===== src/pkg/dmaec_pkg.sv =====
// package: register map, field layout and request carrier for the event capture front end
package dmaec_pkg;

  // channel counts of the two variants
  localparam int NCH = 64;
  localparam int NCH_NARROW = 16;
  localparam int CH_IDX_W = 6;

  // register byte addresses
  localparam logic [31:0] A_POL_HI = 32'h01a0ff9c;
  localparam logic [31:0] A_IRQ_PEND_HI = 32'h01a0ffa4;
  localparam logic [31:0] A_IRQ_EN_HI = 32'h01a0ffa8;
  localparam logic [31:0] A_CHAIN_HI = 32'h01a0ffac;
  localparam logic [31:0] A_PEND_HI = 32'h01a0ffb0;
  localparam logic [31:0] A_EN_HI = 32'h01a0ffb4;
  localparam logic [31:0] A_CLR_HI = 32'h01a0ffb8;
  localparam logic [31:0] A_SET_HI = 32'h01a0ffbc;
  localparam logic [31:0] A_QALLOC_0 = 32'h01a0ffc0;
  localparam logic [31:0] A_QALLOC_1 = 32'h01a0ffc4;
  localparam logic [31:0] A_QALLOC_2 = 32'h01a0ffc8;
  localparam logic [31:0] A_QALLOC_3 = 32'h01a0ffcc;
  localparam logic [31:0] A_POL_LO = 32'h01a0ffdc;
  localparam logic [31:0] A_QSTATE = 32'h01a0ffe0;
  localparam logic [31:0] A_IRQ_PEND_LO = 32'h01a0ffe4;
  localparam logic [31:0] A_IRQ_EN_LO = 32'h01a0ffe8;
  localparam logic [31:0] A_CHAIN_LO = 32'h01a0ffec;
  localparam logic [31:0] A_PEND_LO = 32'h01a0fff0;
  localparam logic [31:0] A_EN_LO = 32'h01a0fff4;
  localparam logic [31:0] A_CLR_LO = 32'h01a0fff8;
  localparam logic [31:0] A_SET_LO = 32'h01a0fffc;
  localparam logic [31:0] A_GEO_CNT = 32'h01a0ff80;
  localparam logic [31:0] A_GEO_IDX = 32'h01a0ff84;

  // geometry register fields
  localparam int GEO_ELEM_LSB = 0;
  localparam int GEO_2D_BIT = 16;
  localparam int GEO_WHOLE_BIT = 17;
  localparam int GEO_ERR_BIT = 31;
  localparam int GEO_FRM_LSB = 0;
  localparam int GEO_STRIDE_LSB = 16;

  // reset values
  localparam logic [31:0] RST_WORD = 32'h00000000;
  localparam logic [63:0] RST_VEC = 64'h0000000000000000;
  localparam logic [15:0] RST_ELEM_CNT = 16'h0001;
  localparam logic [15:0] RST_FIELD = 16'h0000;

  // channel masks
  localparam logic [63:0] MASK_WIDE = 64'hffffffffffffffff;
  localparam logic [63:0] MASK_NARROW = 64'h000000000000ffff;
  localparam logic [63:0] CHAIN_ONLY_NARROW = 64'h0000000000000f00;

  typedef enum logic [1:0] {
    DMAEC_SYNC_ELEMENT,
    DMAEC_SYNC_FRAME,
    DMAEC_SYNC_ARRAY,
    DMAEC_SYNC_BLOCK
  } dmaec_sync_t;

  // transfer request handed to the request engine
  typedef struct packed {
    logic [CH_IDX_W-1:0] channel;
    dmaec_sync_t sync_kind;
    logic dim_2d;
    logic [15:0] elem_count;
    logic [15:0] elem_stride;
    logic [16:0] blk_count;
  } dmaec_req_t;

endpackage


===== src/rtl/dmaec_pick.sv =====
// fixed-order picker: lowest set bit of a channel vector
`timescale 1ns/10ps
module dmaec_pick (
  // candidates
  input wire logic [dmaec_pkg::NCH-1:0] cand_i,
  // result
  output logic found_o,
  output logic [dmaec_pkg::CH_IDX_W-1:0] idx_o
);
  import dmaec_pkg::*;

  // scan downward so the lowest index is the last to win
  always_comb begin
    found_o = 1'b0;
    idx_o = '0;
    for (int i = NCH - 1; i >= 0; i--) begin
      if (cand_i[i]) begin
        found_o = 1'b1;
        idx_o = CH_IDX_W'(i);
      end
    end
  end

endmodule


===== src/rtl/dmaec_top.sv =====
// event capture, enable and request front end with AHB-Lite registers
`timescale 1ns/10ps
// Function
// element transfer moves exactly one element, optionally gated per event
// frame is a group of elements, contiguous or staggered, synced or not
// array elements are contiguous; no element index spacing in 2D
// block is frames in 1D mode, arrays in 2D mode
// 1D frames per block equal frame count field plus one
// element count 1 to 65535; software must not program zero
// 1D sync moves one element or one whole frame per event
// 2D arrays per block equal frame count field plus one
// 2D sync moves one array or whole block per event
// each channel has one dedicated event; 16 or 64 channels
// every event is latched in pending register, enabled or not
// pending bits read-only, reset zero; narrow variant bits 31:16 reserved
// wide variant splits registers into low 0-31 and high 32-63
// writing 1 to an enable bit enables that event
// writing 0 to an enable bit stops its requests
// narrow variant events 8-11 enabled by chain enable register only
// narrow variant enable bits 8-11 read-only, writes ignored
// re-enabling with a pending bit processes that event
// pending bit clears when its transfer request is submitted
// writing 1 to clear register clears pending bit; 0 no effect
// writing 1 to set register sets pending bit even if disabled
// event inputs edge-detected; one occurrence sets pending once
// simultaneous enabled pending events forwarded one at a time, lowest first
module dmaec_top #(
  parameter bit WIDE_P = 1'b1
) (
  // clock and reset
  input wire logic clk_sys_i,
  input wire logic rst_i,
  // ahb-lite slave
  input wire logic hsel_i,
  input wire logic [31:0] haddr_i,
  input wire logic [1:0] htrans_i,
  input wire logic hwrite_i,
  input wire logic [2:0] hsize_i,
  input wire logic [31:0] hwdata_i,
  input wire logic hready_i,
  output logic hreadyout_o,
  output logic hresp_o,
  output logic [31:0] hrdata_o,
  // peripheral events
  input wire logic [dmaec_pkg::NCH-1:0] evt_i,
  // transfer requests
  output logic req_valid_o,
  input wire logic req_ready_i,
  output dmaec_pkg::dmaec_req_t req_o
);
  import dmaec_pkg::*;

  function automatic logic [NCH-1:0] chan_mask(input bit wide);
    chan_mask = wide ? MASK_WIDE : MASK_NARROW;
  endfunction

  function automatic logic hit(input logic [31:0] a, input logic [31:0] ref_addr);
    hit = (a[31:2] == ref_addr[31:2]);
  endfunction

  localparam logic [NCH-1:0] VMASK = chan_mask(WIDE_P);
  // bits software may never write in the enable register
  localparam logic [NCH-1:0] EN_RO = WIDE_P ? RST_VEC : CHAIN_ONLY_NARROW;

  // bus phase state
  logic dph_ff;
  logic wr_ff;
  logic [31:0] addr_ff;
  logic [31:0] hrdata_ff;
  // event state
  logic [NCH-1:0] pend_ff;
  logic [NCH-1:0] en_ff;
  logic [NCH-1:0] chain_ff;
  logic [NCH-1:0] pol_ff;
  logic [NCH-1:0] lvl_prev_ff;
  // geometry
  logic [15:0] elem_cnt_ff;
  logic dim_2d_ff;
  logic whole_ff;
  logic [15:0] frm_field_ff;
  logic [15:0] stride_ff;
  // request
  logic req_busy_ff;
  dmaec_req_t req_ff;

  logic take;
  logic wr_stb;
  logic rd_first;
  logic [31:0] rd_mux;
  logic [NCH-1:0] lvl;
  logic [NCH-1:0] edge_set;
  logic [NCH-1:0] sw_clr;
  logic [NCH-1:0] sw_set;
  logic [NCH-1:0] en_eff;
  logic [NCH-1:0] cand;
  logic [NCH-1:0] sub_clr;
  logic [NCH-1:0] nxt_pend;
  logic found;
  logic [CH_IDX_W-1:0] pick_idx;
  logic load;
  dmaec_req_t nxt_req;

  // ahb-lite: writes take no wait, reads one wait so data comes from a flop
  assign take = hsel_i & htrans_i[1] & hready_i;
  assign wr_stb = dph_ff & wr_ff;
  assign rd_first = dph_ff & ~wr_ff;
  assign hreadyout_o = ~rd_first;
  assign hresp_o = 1'b0;
  assign hrdata_o = hrdata_ff;

  always_ff @(posedge clk_sys_i or posedge rst_i) begin
    if (rst_i) begin
      dph_ff <= 1'b0;
      wr_ff <= 1'b0;
      addr_ff <= RST_WORD;
    end else begin
      dph_ff <= take;
      if (take) begin
        wr_ff <= hwrite_i;
        addr_ff <= haddr_i;
      end
    end
  end

  always_ff @(posedge clk_sys_i or posedge rst_i) begin
    if (rst_i) begin
      hrdata_ff <= RST_WORD;
    end else begin
      if (rd_first) begin
        hrdata_ff <= rd_mux;
      end
    end
  end

  // read mux; unlisted and unbuilt registers read zero
  always_comb begin
    rd_mux = RST_WORD;
    if (hit(addr_ff, A_PEND_LO)) begin
      rd_mux = pend_ff[31:0];
    end else if (hit(addr_ff, A_PEND_HI)) begin
      rd_mux = pend_ff[63:32];
    end else if (hit(addr_ff, A_EN_LO)) begin
      rd_mux = en_ff[31:0];
    end else if (hit(addr_ff, A_EN_HI)) begin
      rd_mux = en_ff[63:32];
    end else if (hit(addr_ff, A_CHAIN_LO)) begin
      rd_mux = chain_ff[31:0];
    end else if (hit(addr_ff, A_CHAIN_HI)) begin
      rd_mux = chain_ff[63:32];
    end else if (hit(addr_ff, A_POL_LO)) begin
      rd_mux = pol_ff[31:0];
    end else if (hit(addr_ff, A_POL_HI)) begin
      rd_mux = pol_ff[63:32];
    end else if (hit(addr_ff, A_GEO_CNT)) begin
      rd_mux[GEO_ELEM_LSB +: 16] = elem_cnt_ff;
      rd_mux[GEO_2D_BIT] = dim_2d_ff;
      rd_mux[GEO_WHOLE_BIT] = whole_ff;
      rd_mux[GEO_ERR_BIT] = (elem_cnt_ff == 16'h0000);
    end else if (hit(addr_ff, A_GEO_IDX)) begin
      rd_mux[GEO_FRM_LSB +: 16] = frm_field_ff;
      rd_mux[GEO_STRIDE_LSB +: 16] = stride_ff;
    end
  end

  // clear and set strobes, one word per half; high half absent when narrow
  assign sw_clr = {(wr_stb & hit(addr_ff, A_CLR_HI)) ? hwdata_i : RST_WORD,
                   (wr_stb & hit(addr_ff, A_CLR_LO)) ? hwdata_i : RST_WORD} & VMASK;
  assign sw_set = {(wr_stb & hit(addr_ff, A_SET_HI)) ? hwdata_i : RST_WORD,
                   (wr_stb & hit(addr_ff, A_SET_LO)) ? hwdata_i : RST_WORD} & VMASK;

  // enable, chain and polarity words
  always_ff @(posedge clk_sys_i or posedge rst_i) begin
    if (rst_i) begin
      en_ff <= RST_VEC;
    end else begin
      if (wr_stb & hit(addr_ff, A_EN_LO)) begin
        en_ff[31:0] <= hwdata_i & VMASK[31:0] & ~EN_RO[31:0];
      end
      if (wr_stb & hit(addr_ff, A_EN_HI)) begin
        en_ff[63:32] <= hwdata_i & VMASK[63:32];
      end
    end
  end

  always_ff @(posedge clk_sys_i or posedge rst_i) begin
    if (rst_i) begin
      chain_ff <= RST_VEC;
    end else begin
      if (wr_stb & hit(addr_ff, A_CHAIN_LO)) begin
        chain_ff[31:0] <= hwdata_i & VMASK[31:0];
      end
      if (wr_stb & hit(addr_ff, A_CHAIN_HI)) begin
        chain_ff[63:32] <= hwdata_i & VMASK[63:32];
      end
    end
  end

  // polarity select exists only on the wide variant
  always_ff @(posedge clk_sys_i or posedge rst_i) begin
    if (rst_i) begin
      pol_ff <= RST_VEC;
    end else if (WIDE_P) begin
      if (wr_stb & hit(addr_ff, A_POL_LO)) begin
        pol_ff[31:0] <= hwdata_i;
      end
      if (wr_stb & hit(addr_ff, A_POL_HI)) begin
        pol_ff[63:32] <= hwdata_i;
      end
    end
  end

  // geometry words
  always_ff @(posedge clk_sys_i or posedge rst_i) begin
    if (rst_i) begin
      elem_cnt_ff <= RST_ELEM_CNT;
      dim_2d_ff <= 1'b0;
      whole_ff <= 1'b0;
      frm_field_ff <= RST_FIELD;
      stride_ff <= RST_FIELD;
    end else begin
      if (wr_stb & hit(addr_ff, A_GEO_CNT)) begin
        elem_cnt_ff <= hwdata_i[GEO_ELEM_LSB +: 16];
        dim_2d_ff <= hwdata_i[GEO_2D_BIT];
        whole_ff <= hwdata_i[GEO_WHOLE_BIT];
      end
      if (wr_stb & hit(addr_ff, A_GEO_IDX)) begin
        frm_field_ff <= hwdata_i[GEO_FRM_LSB +: 16];
        stride_ff <= hwdata_i[GEO_STRIDE_LSB +: 16];
      end
    end
  end

  // edge detect; a polarity change can itself look like an edge
  assign lvl = evt_i ^ pol_ff;
  assign edge_set = lvl & ~lvl_prev_ff & VMASK;

  always_ff @(posedge clk_sys_i or posedge rst_i) begin
    if (rst_i) begin
      lvl_prev_ff <= RST_VEC;
    end else begin
      lvl_prev_ff <= lvl;
    end
  end

  // chain-only channels on the narrow variant follow the chain enable word
  assign en_eff = (en_ff | (chain_ff & EN_RO)) & VMASK;
  assign cand = pend_ff & en_eff;

  dmaec_pick u_pick (
    .cand_i (cand),
    .found_o (found),
    .idx_o (pick_idx)
  );

  assign load = found & (~req_busy_ff | req_ready_i);
  assign sub_clr = load ? (RST_VEC | (64'h1 << pick_idx)) : RST_VEC;

  // sets win over both kinds of clear so no event is lost
  assign nxt_pend = ((pend_ff & ~sw_clr & ~sub_clr) | edge_set | sw_set) & VMASK;

  always_ff @(posedge clk_sys_i or posedge rst_i) begin
    if (rst_i) begin
      pend_ff <= RST_VEC;
    end else begin
      pend_ff <= nxt_pend;
    end
  end

  // request contents: geometry of the block seen per event
  always_comb begin
    nxt_req.channel = pick_idx;
    nxt_req.dim_2d = dim_2d_ff;
    nxt_req.elem_count = elem_cnt_ff;
    nxt_req.elem_stride = dim_2d_ff ? RST_FIELD : stride_ff;
    nxt_req.blk_count = {1'b0, frm_field_ff} + 17'h00001;
    if (dim_2d_ff) begin
      nxt_req.sync_kind = whole_ff ? DMAEC_SYNC_BLOCK : DMAEC_SYNC_ARRAY;
    end else begin
      nxt_req.sync_kind = whole_ff ? DMAEC_SYNC_FRAME : DMAEC_SYNC_ELEMENT;
    end
  end

  always_ff @(posedge clk_sys_i or posedge rst_i) begin
    if (rst_i) begin
      req_busy_ff <= 1'b0;
      req_ff <= '0;
    end else begin
      req_busy_ff <= load | (req_busy_ff & ~req_ready_i);
      if (load) begin
        req_ff <= nxt_req;
      end
    end
  end

  assign req_valid_o = req_busy_ff;
  assign req_o = req_ff;
endmodule


===== config.mk =====
export PLATFORM = sky130hd
export DESIGN_NAME = dmaec_top
export DESIGN_NICKNAME = d
export VERILOG_FILES = /design/src/pkg/dmaec_pkg.sv /design/src/rtl/dmaec_pick.sv /design/src/rtl/dmaec_top.sv
export SDC_FILE = /design/constraint.sdc
export NUM_CORES = 1
export LEC_CHECK = 0
export BUFFER_PORTS_ARGS = -buffer_cell sky130_fd_sc_hd__buf_2
export CORE_UTILIZATION = 45
export CTS_CLUSTER_DIAMETER = 60
export DETAILED_ROUTE_END_ITERATION = 12
export SYNTH_ARGS = -nofsm -noshare
export SYNTH_HDL_FRONTEND = slang
export SYNTH_HIERARCHICAL = 1
export SYNTH_SLANG_ARGS = --single-unit

===== constraint.sdc =====
create_clock -name clk_sys_i -period 19.9 [get_ports clk_sys_i]
set_input_delay 1.99 -clock clk_sys_i [delete_from_list [all_inputs] [get_ports clk_sys_i]]
set_output_delay 1.99 -clock clk_sys_i [all_outputs]
set_load 0.05 [all_outputs]

======== After elaboration in Yosys (flattened, before gate mapping) ========
Index checks and enable logic that the tools add are counted.
operators by class
  shift operators ......................... 1
  eq/ne operators ......................... 14
  bitwise logic cells ..................... 34
  add/sub/neg operators ................... 1
  reductions and logical operators ........ 1
  mux-type cells .......................... 149
operator list
  kind                                                                      count
  30-bit by 23-bit equality test with 1-bit output (second input constant)  14
  32-bit 2-to-1 mux                                                         13
  6-bit 2-to-1 mux                                                          64
  64-bit bitwise AND                                                        4
  64-bit inverter                                                           3
  64-bit OR                                                                 2
  1-bit 2-to-1 mux                                                          67
  64-bit 2-to-1 mux                                                         1
  1-bit by 6-bit left shift with 64-bit output (first input constant)       1
  64-bit XOR                                                                1
  1-bit bitwise AND                                                         18
  18-bit 2-to-1 mux                                                         1
  16-bit by 1-bit adder with 17-bit output (second input constant)          1
  16-bit logical NOT                                                        1
  16-bit 2-to-1 mux                                                         1
  13-bit 2-to-1 mux                                                         1
  1-bit inverter                                                            4
  2-bit 2-to-1 mux                                                          1
  1-bit OR                                                                  2
storage, ports and cells
  bits of input ports ..................... 139
  output and inout port bits .............. 93
  register bits ........................... 495
  logic and storage cells ................. 224

======== Longest topological paths before layout ========
Gate-level depths: netlist of run 1.
  word-level depth ........................ 71
  mapped depth ............................ 13
  mapped depth without buffers ............ 12

======== Cells and area by module ========
Netlist of run 1, hierarchy kept.
modules (own cells, without submodules)
  module      area an instance (um^2)  cells each  instances
  dmaec_top   22,549.1                 1,949       1
  dmaec_pick  763.2                    140         1

======== Worst setup path after synthesis of run 1 ========
OpenSTA, ideal clock, no wires.
  kind .................................... input to register
  start point ............................. input req_ready_i
  end point ............................... register pend_ff[32]
  stages on the path ...................... 7
  required time ........................... 19.776 ns
  arrival time ............................ 3.166 ns
  setup time .............................. 0.124 ns
  setup slack ............................. 16.610 ns
  cells stage by stage .................... nand2b_1 -> and2_1 -> clkbuf_1 -> nand3b_1 -> o21ai_0 -> a21oi_1 -> a211o_1
between the ends
  word-level cells in the longest chain between the ends .. 7
ends and longest elaborated chain
  element                  RTL line          text
  start, declared          dmaec_top.sv:48   input wire logic req_ready_i,
  1-bit OR                 dmaec_top.sv:255  assign load = found & (~req_busy_ff | req_ready_i);
  1-bit bitwise AND        dmaec_top.sv:255
  64-bit 2-to-1 mux        dmaec_top.sv:256  assign sub_clr = load ? (RST_VEC | (64'h1 << pick_idx)) : RST_VEC;
  64-bit inverter          dmaec_top.sv:259  assign nxt_pend = ((pend_ff & ~sw_clr & ~sub_clr) | edge_set | sw_set) & VMASK;
  64-bit bitwise AND       dmaec_top.sv:259
  64-bit OR (2 in series)  dmaec_top.sv:259
  via nxt_pend[32]         dmaec_top.sv:97   logic [NCH-1:0] nxt_pend;
  end signal, assigned     dmaec_top.sv:265  pend_ff <= nxt_pend;
  end, declared            dmaec_top.sv:71   logic [NCH-1:0] pend_ff;
The timed path passes the listed nets, and every way through them passes these cells.
A chain may end at the register's enable or synchronous reset.

======== Worst setup path in the final report of run 1 ========
  start point ............................. register dph_ff
  end point ............................... output hreadyout_o
between the ends
  word-level cells in the longest chain between the ends .. 2
ends and longest elaborated chain
  element                 RTL line          text
  start, declared         dmaec_top.sv:66   logic dph_ff;
  start signal, assigned  dmaec_top.sv:117  dph_ff <= take;
  1-bit bitwise AND       dmaec_top.sv:106  assign rd_first = dph_ff & ~wr_ff;
  1-bit inverter          dmaec_top.sv:107  assign hreadyout_o = ~rd_first;
  end, declared           dmaec_top.sv:41   output logic hreadyout_o,
No other way between the ends.

==> results.toml, run 1 <==
[place]
place_hpwl_um = 51200
port_buffers = 224
place_congestion = 0.939
dp_cells = 2880
post-place-ws_ns = 15.14

[clock_network]
clkSinkCount = 492
cts_max_path_buffers = 3
cts_setup_buffers = 0
cts_resized = 0
cts_tree = "yes"
cts-buffers-inserted = 54
path_clk_slew_ns = 0.06
worst_skew_pair.late_latency_ns = 0.62
ctsHoldBuffers = 0
htree_levels = 2
root_buffer = "clkbuf_16"

[floorplanning]
die_h_um = 230
coreArea_um2 = 51200
fp-row-count = 83
ioPinCount = 232
die_w_um = 230
start_util_pct = 45.5
dieArea_um2 = 52700

[critical_path]
crit_arrival_ns = 2.45
path_class = "reg -> out"
rrSetupSlack_ns = 15.51
critical-path-max-stage-delay_ns = 0.44
cpMostUsedCell = "buf_4"
crit_path_cell_trace = "nor2b_2 > buf_4 > inv_1 > buf_4 > buf_2"
crit_fanout = 35
crit_family = "buffers and inverters"
required_ns = 17.91
worst-path-buf-inv = 4
crit_slowest_cell = "buf_4"
end_kind = "output port"
worst_setup_path_start_kind = "flip-flop"

[logic_synthesis]
synth_area_leaders = "dfrtp_1 (53%), mux2_2 (13%), nand2_1 (3.0%)"
synth-edff-count = 0
ys_seq_area_share_pct = 52.8
synth-async-reset-ratio_pct = 100
syn_area_per_cell_um2 = 11.2
synth_mux_area_share_pct = 13.9
yosys.area_share.adder_pct = 0.0537
synth-compound-area-share_pct = 14.2
ys.flop_type = "dfrtp_1"
syn_inst = 2089
synth-simple-area-share_pct = 12.6
synth_top_area_share_pct = 52.7
ys_types = 71
synth_area_leader_cell = "dfrtp_1"
synth_nets = 2229
yosysWarnings = 6
ys_ff_latch = 492
synth_xor_area_share_pct = 2.93
synth_top_family_by_area = "compound AO/OA/AOI/OAI gates"
netlist_area_um2 = 23300

[final_layout]
final_common_cell = "dfrtp_1"
drive_gt1_share_pct = 28.0
syn_to_final_growth_pct = 15.3
utilization_pct = 52.5
layout_common_cells = "dfrtp_1 (491), mux2_2 (268), buf_2 (224)"
seqCellArea_um2 = 12300
multi_input_area_um2 = 10300
nets = 2396
final_cell_count_no_fill = 2984
fillers = 4559

[global_routing]
grt_max_degree = 176
grt_use_total_pct = 28.6
grt_pass1_wl_um = 113000
grt_antenna_before_repair = 0
grt_pass1_vias = 17967
grt_overflow_total = 0

[routing]
drc = 0
dr.first_iter.drc_count = 1651
vias = 17896
wl_per_cell_um = 25.4
drt-vias-per-instance = 6.00
ant_nets = 0
drtPass1Iterations = 6
wl_um = 75700

[timing]
fmax_ghz = 0.225
fin_crit_sh_pct = 22.3
worst_slew_pin_slew_ns = 1.16
hold_violations = 0
drv_slew = 0
tns_ns = 0
finalSetupViolations = 0
skew_ns = 0.0175
worst_slack_ns = 15.46
relSlewSlack_pct = 22.4
fin_crit_ns = 4.44
rsz0062_at_grt = "false"

[power]
p_per_area_nw_per_um2 = 104
p_leak_nw = 11.8
peakVddDrop_mv = 0.0637

[run]
maxCapViolCount = 0

[outcome]
status = "finished, final reports clean"

[min_path]
hp-class = "reg -> reg"
==> tightest hold or removal path: cells and delay by family (launching register included) <==
| family | cells | cell delay, ns |
|---|---|---|
| flip-flops | 1 | 0.34 |
| AND/OR/NAND/NOR | 2 | 0.10 |
==> synthesized netlist by cell type (6+ instances only) <==
library cell and n:
nand3b_1 18, a221oi_1 30, clkbuf_1 88, buf_2 39
nor2_1 52, o21ai_0 127, a221o_1 64, nor4_1 20
dfrtp_1 491, and4b_1 8, nand2_1 184, and4_1 7
buf_1 12, o2bb2ai_1 28, nor2b_1 41, o31ai_1 6
xor2_1 74, nand4_1 15, a211o_1 32, inv_1 50
and2_1 68, o21a_1 12, or3_1 21, nand3_1 39
o22a_1 17, nor3_1 40, mux2i_1 17, o221ai_1 13
a21oi_1 125, mux2_2 268
==> flip-flops by register name (all words and copies together) (netlist names) <==
name          count
addr_ff          30
chain_ff         64
dim_2d_ff         1
dph_ff            1
elem_cnt_ff      16
en_eff           64
frm_field_ff     16
hrdata_o         32
lvl_prev_ff      64
pend_ff          64
pol_ff           64
req_o            57
req_valid_o       1
stride_ff        16
whole_ff          1
wr_ff             1
==> path summary, 6_finish.rpt <==
| path | start | endpoint | cells past startpoint |
|---|---|---|---|
| max | dph_ff | hreadyout_o | 5 |
| min | req_o[20] | req_o[20] | 2 |
| max reg2reg | pend_ff[56] | pend_ff[22] | 11 |
| min reg2reg | req_o[20] | req_o[20] | 2 |
| max in group asynchronous | rst_i | en_eff[42] | 4 |
| min in group asynchronous | rst_i | lvl_prev_ff[49] | 2 |
==> where the power goes <==
| group | internal (mW) | switching (mW) | total (mW) |
|---|---|---|---|
| registers | 1.10 | 0.0663 | 1.16 |
| clock network | 0.637 | 0.429 | 1.07 |
| logic | 0.145 | 0.426 | 0.571 |
| total | 1.88 | 0.921 | 2.80 |
==> cell type report <==
class / instances / area share, %
diodes: 2 / 0.0186
clock buffers: 83 / 6.14
clock inverters: 19 / 0.921
inverters: 50 / 0.726
multi-input cells: 1403 / 38.2
flip-flops and latches: 492 / 45.8
well taps: 680 / 3.16
repair buffers: 255 / 5.08
==> stage by stage <==
step / hold WS [ns] / cell area (um2) / power, mW
floorplan: 0.456 / 23300 / 1.56
global placement: 0.454 / 25000 / 1.74
detailed placement: 0.455 / 25000 / 1.75
CTS: 0.473 / 26900 / 2.82
global route: 0.490 / 26900 / 2.90
finish: 0.468 / 26900 / 2.80
==> routing by layer <==
metal | wire length [um] | share of wire (%) | vias to the layer above | global-route usage (%)
met3 | 5420 | 7.2 | 142 | 5.64
met5 | 0 | 0 | - | 0
li1 | - | - | 7912 | -
met1 | 32900 | 43 | 9094 | 39.5
met2 | 34800 | 46 | 748 | 44.4
met4 | 2550 | 3.4 | 0 | 10.6
==> cells by family (layout without fill, tap and decap cells) <==
kind of cell	count (synthesis)	after routing
flops	492	492
compound gates	483	483
simple gates	550	550
other cells	1	3
fa+ha+maj	1	1
mux	290	290
xor+xnor	78	78
buf+inv	194	407
Power figures use the tool's default switching activity.
==> inputs of run 2 (changes only) <==
Settings changed: PLACE_DENSITY set to 0.66.
Clock period 19.9 ns to 3.7 ns, I/O delays scaled along.
==> run 2 against run 1 <==
  * First-iteration DRC count up 5.9%
  * Non-clock buffer count up 142
  * Die area unchanged
  * Clock skew up 0.016 ns
  * Hold slack worse by 0.44 ns
  * Combinational power rose to 5.7 times the previous value
  * Sequential power rose to 5.4 times the previous value
  * Power rose to 5.3 times the previous value
  * Routed wire length up 1.5%
  * Cell count up 4.5%
  * Design area up 4.5%
==> results.toml, run 2 (synthesized netlist as in run 1, its figures left out) <==
[routing]
drc = 0
wl_um = 76800
drtPass1Iterations = 6
ant_nets = 0
vias = 18442
dr.first_iter.drc_count = 1748
drt-vias-per-instance = 5.91
wl_per_cell_um = 24.6

[global_routing]
grt_max_degree = 103
grt_antenna_before_repair = 4
grt_pass1_wl_um = 115000
grt_pass1_vias = 18773
grt_use_total_pct = 29.1
grt_overflow_total = 0

[final_layout]
utilization_pct = 54.9
syn_to_final_growth_pct = 20.5
final_area_um2 = 28100
fillers = 4438
final_common_cell = "dfrtp_1"
layout_common_cells = "dfrtp_1 (491), mux2_2 (268), buf_2 (224)"
nets = 2538
drive_gt1_share_pct = 28.1

[clock_network]
cts_tree = "yes"
cts_max_path_buffers = 3
worst_skew_pair.late_latency_ns = 0.62
cts_resized = 0
path_clk_slew_ns = 0.06
clkSinkCount = 492
htree_levels = 2
cts_setup_buffers = 0
cts-buffers-inserted = 54
root_buffer = "clkbuf_16"

[timing]
rsz0062_at_grt = "false"
skew_ns = 0.0333
finalSetupViolations = 0
drv_slew = 0
tns_ns = 0
worst_slew_pin_slew_ns = 1.16
fin_crit_sh_pct = 94.0
hold_violations = 0
fmax_ghz = 0.288
relSlewSlack_pct = 22.6
fin_crit_ns = 3.48

[floorplanning]
fp-row-count = 83
die_w_um = 230
start_util_pct = 45.5
ioPinCount = 232
dieArea_um2 = 52700
coreArea_um2 = 51200
die_h_um = 230

[power]
p_per_area_nw_per_um2 = 531
p_leak_nw = 12.3
finalPower_mw = 14.9
peakVddDrop_mv = 0.338

[place]
place_hpwl_um = 52800
dpl-instance-area_um2 = 25400
port_buffers = 224
place_congestion = 0.904

[critical_path]
crit_slowest_cell = "or4_4"
crit_path_cell_trace = "and2_1 > or4_4 > o21ai_1 > a21oi_1 > o21ai_1 > o2111ai_1 > a21boi_1 > nand3b_1 > buf_4 > o21ai_0 > a21oi_1 > a221o_1"
crit_fanout = 6
required_ns = 4.17
path_class = "reg -> reg"
crit_family = "compound AO/OA/AOI/OAI gates"
crit_arrival_ns = 3.95
critical-path-max-stage-delay_ns = 0.55
worst_setup_path_start_kind = "flip-flop"
worst-path-buf-inv = 1
end_kind = "flip-flop"

[outcome]
status = "finished, final reports clean"

[min_path]
hp-class = "in -> reg"

[run]
maxCapViolCount = 0
## run 2: changes by cell type in the layout (fill, tap and decap cells not counted), sizes merged
| cell | change |
|---|---|
| bufinv | -4 |
| dlygate4sd3 | +93 |
| clkinvlp | +1 |
| buf | +49 |
| clkinv | -2 |
| inv | -3 |
## run 2: stage by stage
step                      hold WS (ns)  cells  setup WS (ns)
after global placement           0.450   2929          0.323
after floorplan                  0.456   2089          -3.34
after CTS                      0.00334   3116          0.271
after detailed placement         0.455   2929          0.289
after global routing           0.00455   3118         0.0548
final                           0.0250   3118          0.223
## run 2: layout make-up
class | count | area [um2] | share of cell area (%)
Antenna cell | 2 | 5.00 | 0.0178
Clock buffer | 83 | 1670 | 5.95
Clock inverter | 11 | 118 | 0.419
Inverter | 50 | 191 | 0.681
Multi-Input combinational cell | 1403 | 10200 | 36.4
Sequential cell | 492 | 12300 | 43.8
Tap cell | 680 | 851 | 3.03
Timing Repair Buffer | 397 | 2720 | 9.66
## run 2: layer usage
metal / vias up / wire length, um / track usage (%) / part of all wire (%)
li1: 8204 / - / - / -
met1: 9274 / 32800 / 39.5 / 43
met2: 792 / 35200 / 45.6 / 46
met3: 168 / 5860 / 5.66 / 7.6
met4: 4 / 2880 / 11.7 / 3.8
met5: - / 24 / 0 / 0.031
## run 2: worst register-to-register path: stages, from the launching register on
cell,delay (ns)
dfrtp_1,0.39
and2_1,0.21
or4_4,0.55
o21ai_1,0.23
a21oi_1,0.10
o21ai_1,0.18
o2111ai_1,0.16
a21boi_1,0.47
nand3b_1,0.28
buf_4,0.26
o21ai_0,0.18
a21oi_1,0.06
a221o_1,0.27
## run 2: worst paths after layout
path / startpoint / cells after the start / endpoint / slack (ns)
worst max-delay path: pend_ff[56] / 12 / pend_ff[20] / 0.22
max in group asynchronous: rst_i / 4 / dph_ff / 2.13
worst min-delay path: evt_i[39] / 2 / lvl_prev_ff[39] / 0.03
min in group asynchronous: rst_i / 3 / lvl_prev_ff[16] / 0.53
worst min register to register: req_o[23] / 2 / req_o[23] / 0.46
worst max register to register: pend_ff[56] / 12 / pend_ff[20] / 0.22
## run 2: repair_timing
item                                    in CTS  in global routing
endpoints found under the setup margin       0                  0
hold endpoints to repair                   114                  0
hold buffers                                93                  0
## run 2: report_power, final
| part | internal [mW] | leakage [nW] | switching, mW |
|---|---|---|---|
| Clock | 3.17 | 0.878 | 2.21 |
| Sequential | 5.91 | 5.83 | 0.380 |
| Combinational | 0.936 | 5.62 | 2.31 |
| Total | 10.0 | 12.3 | 4.90 |
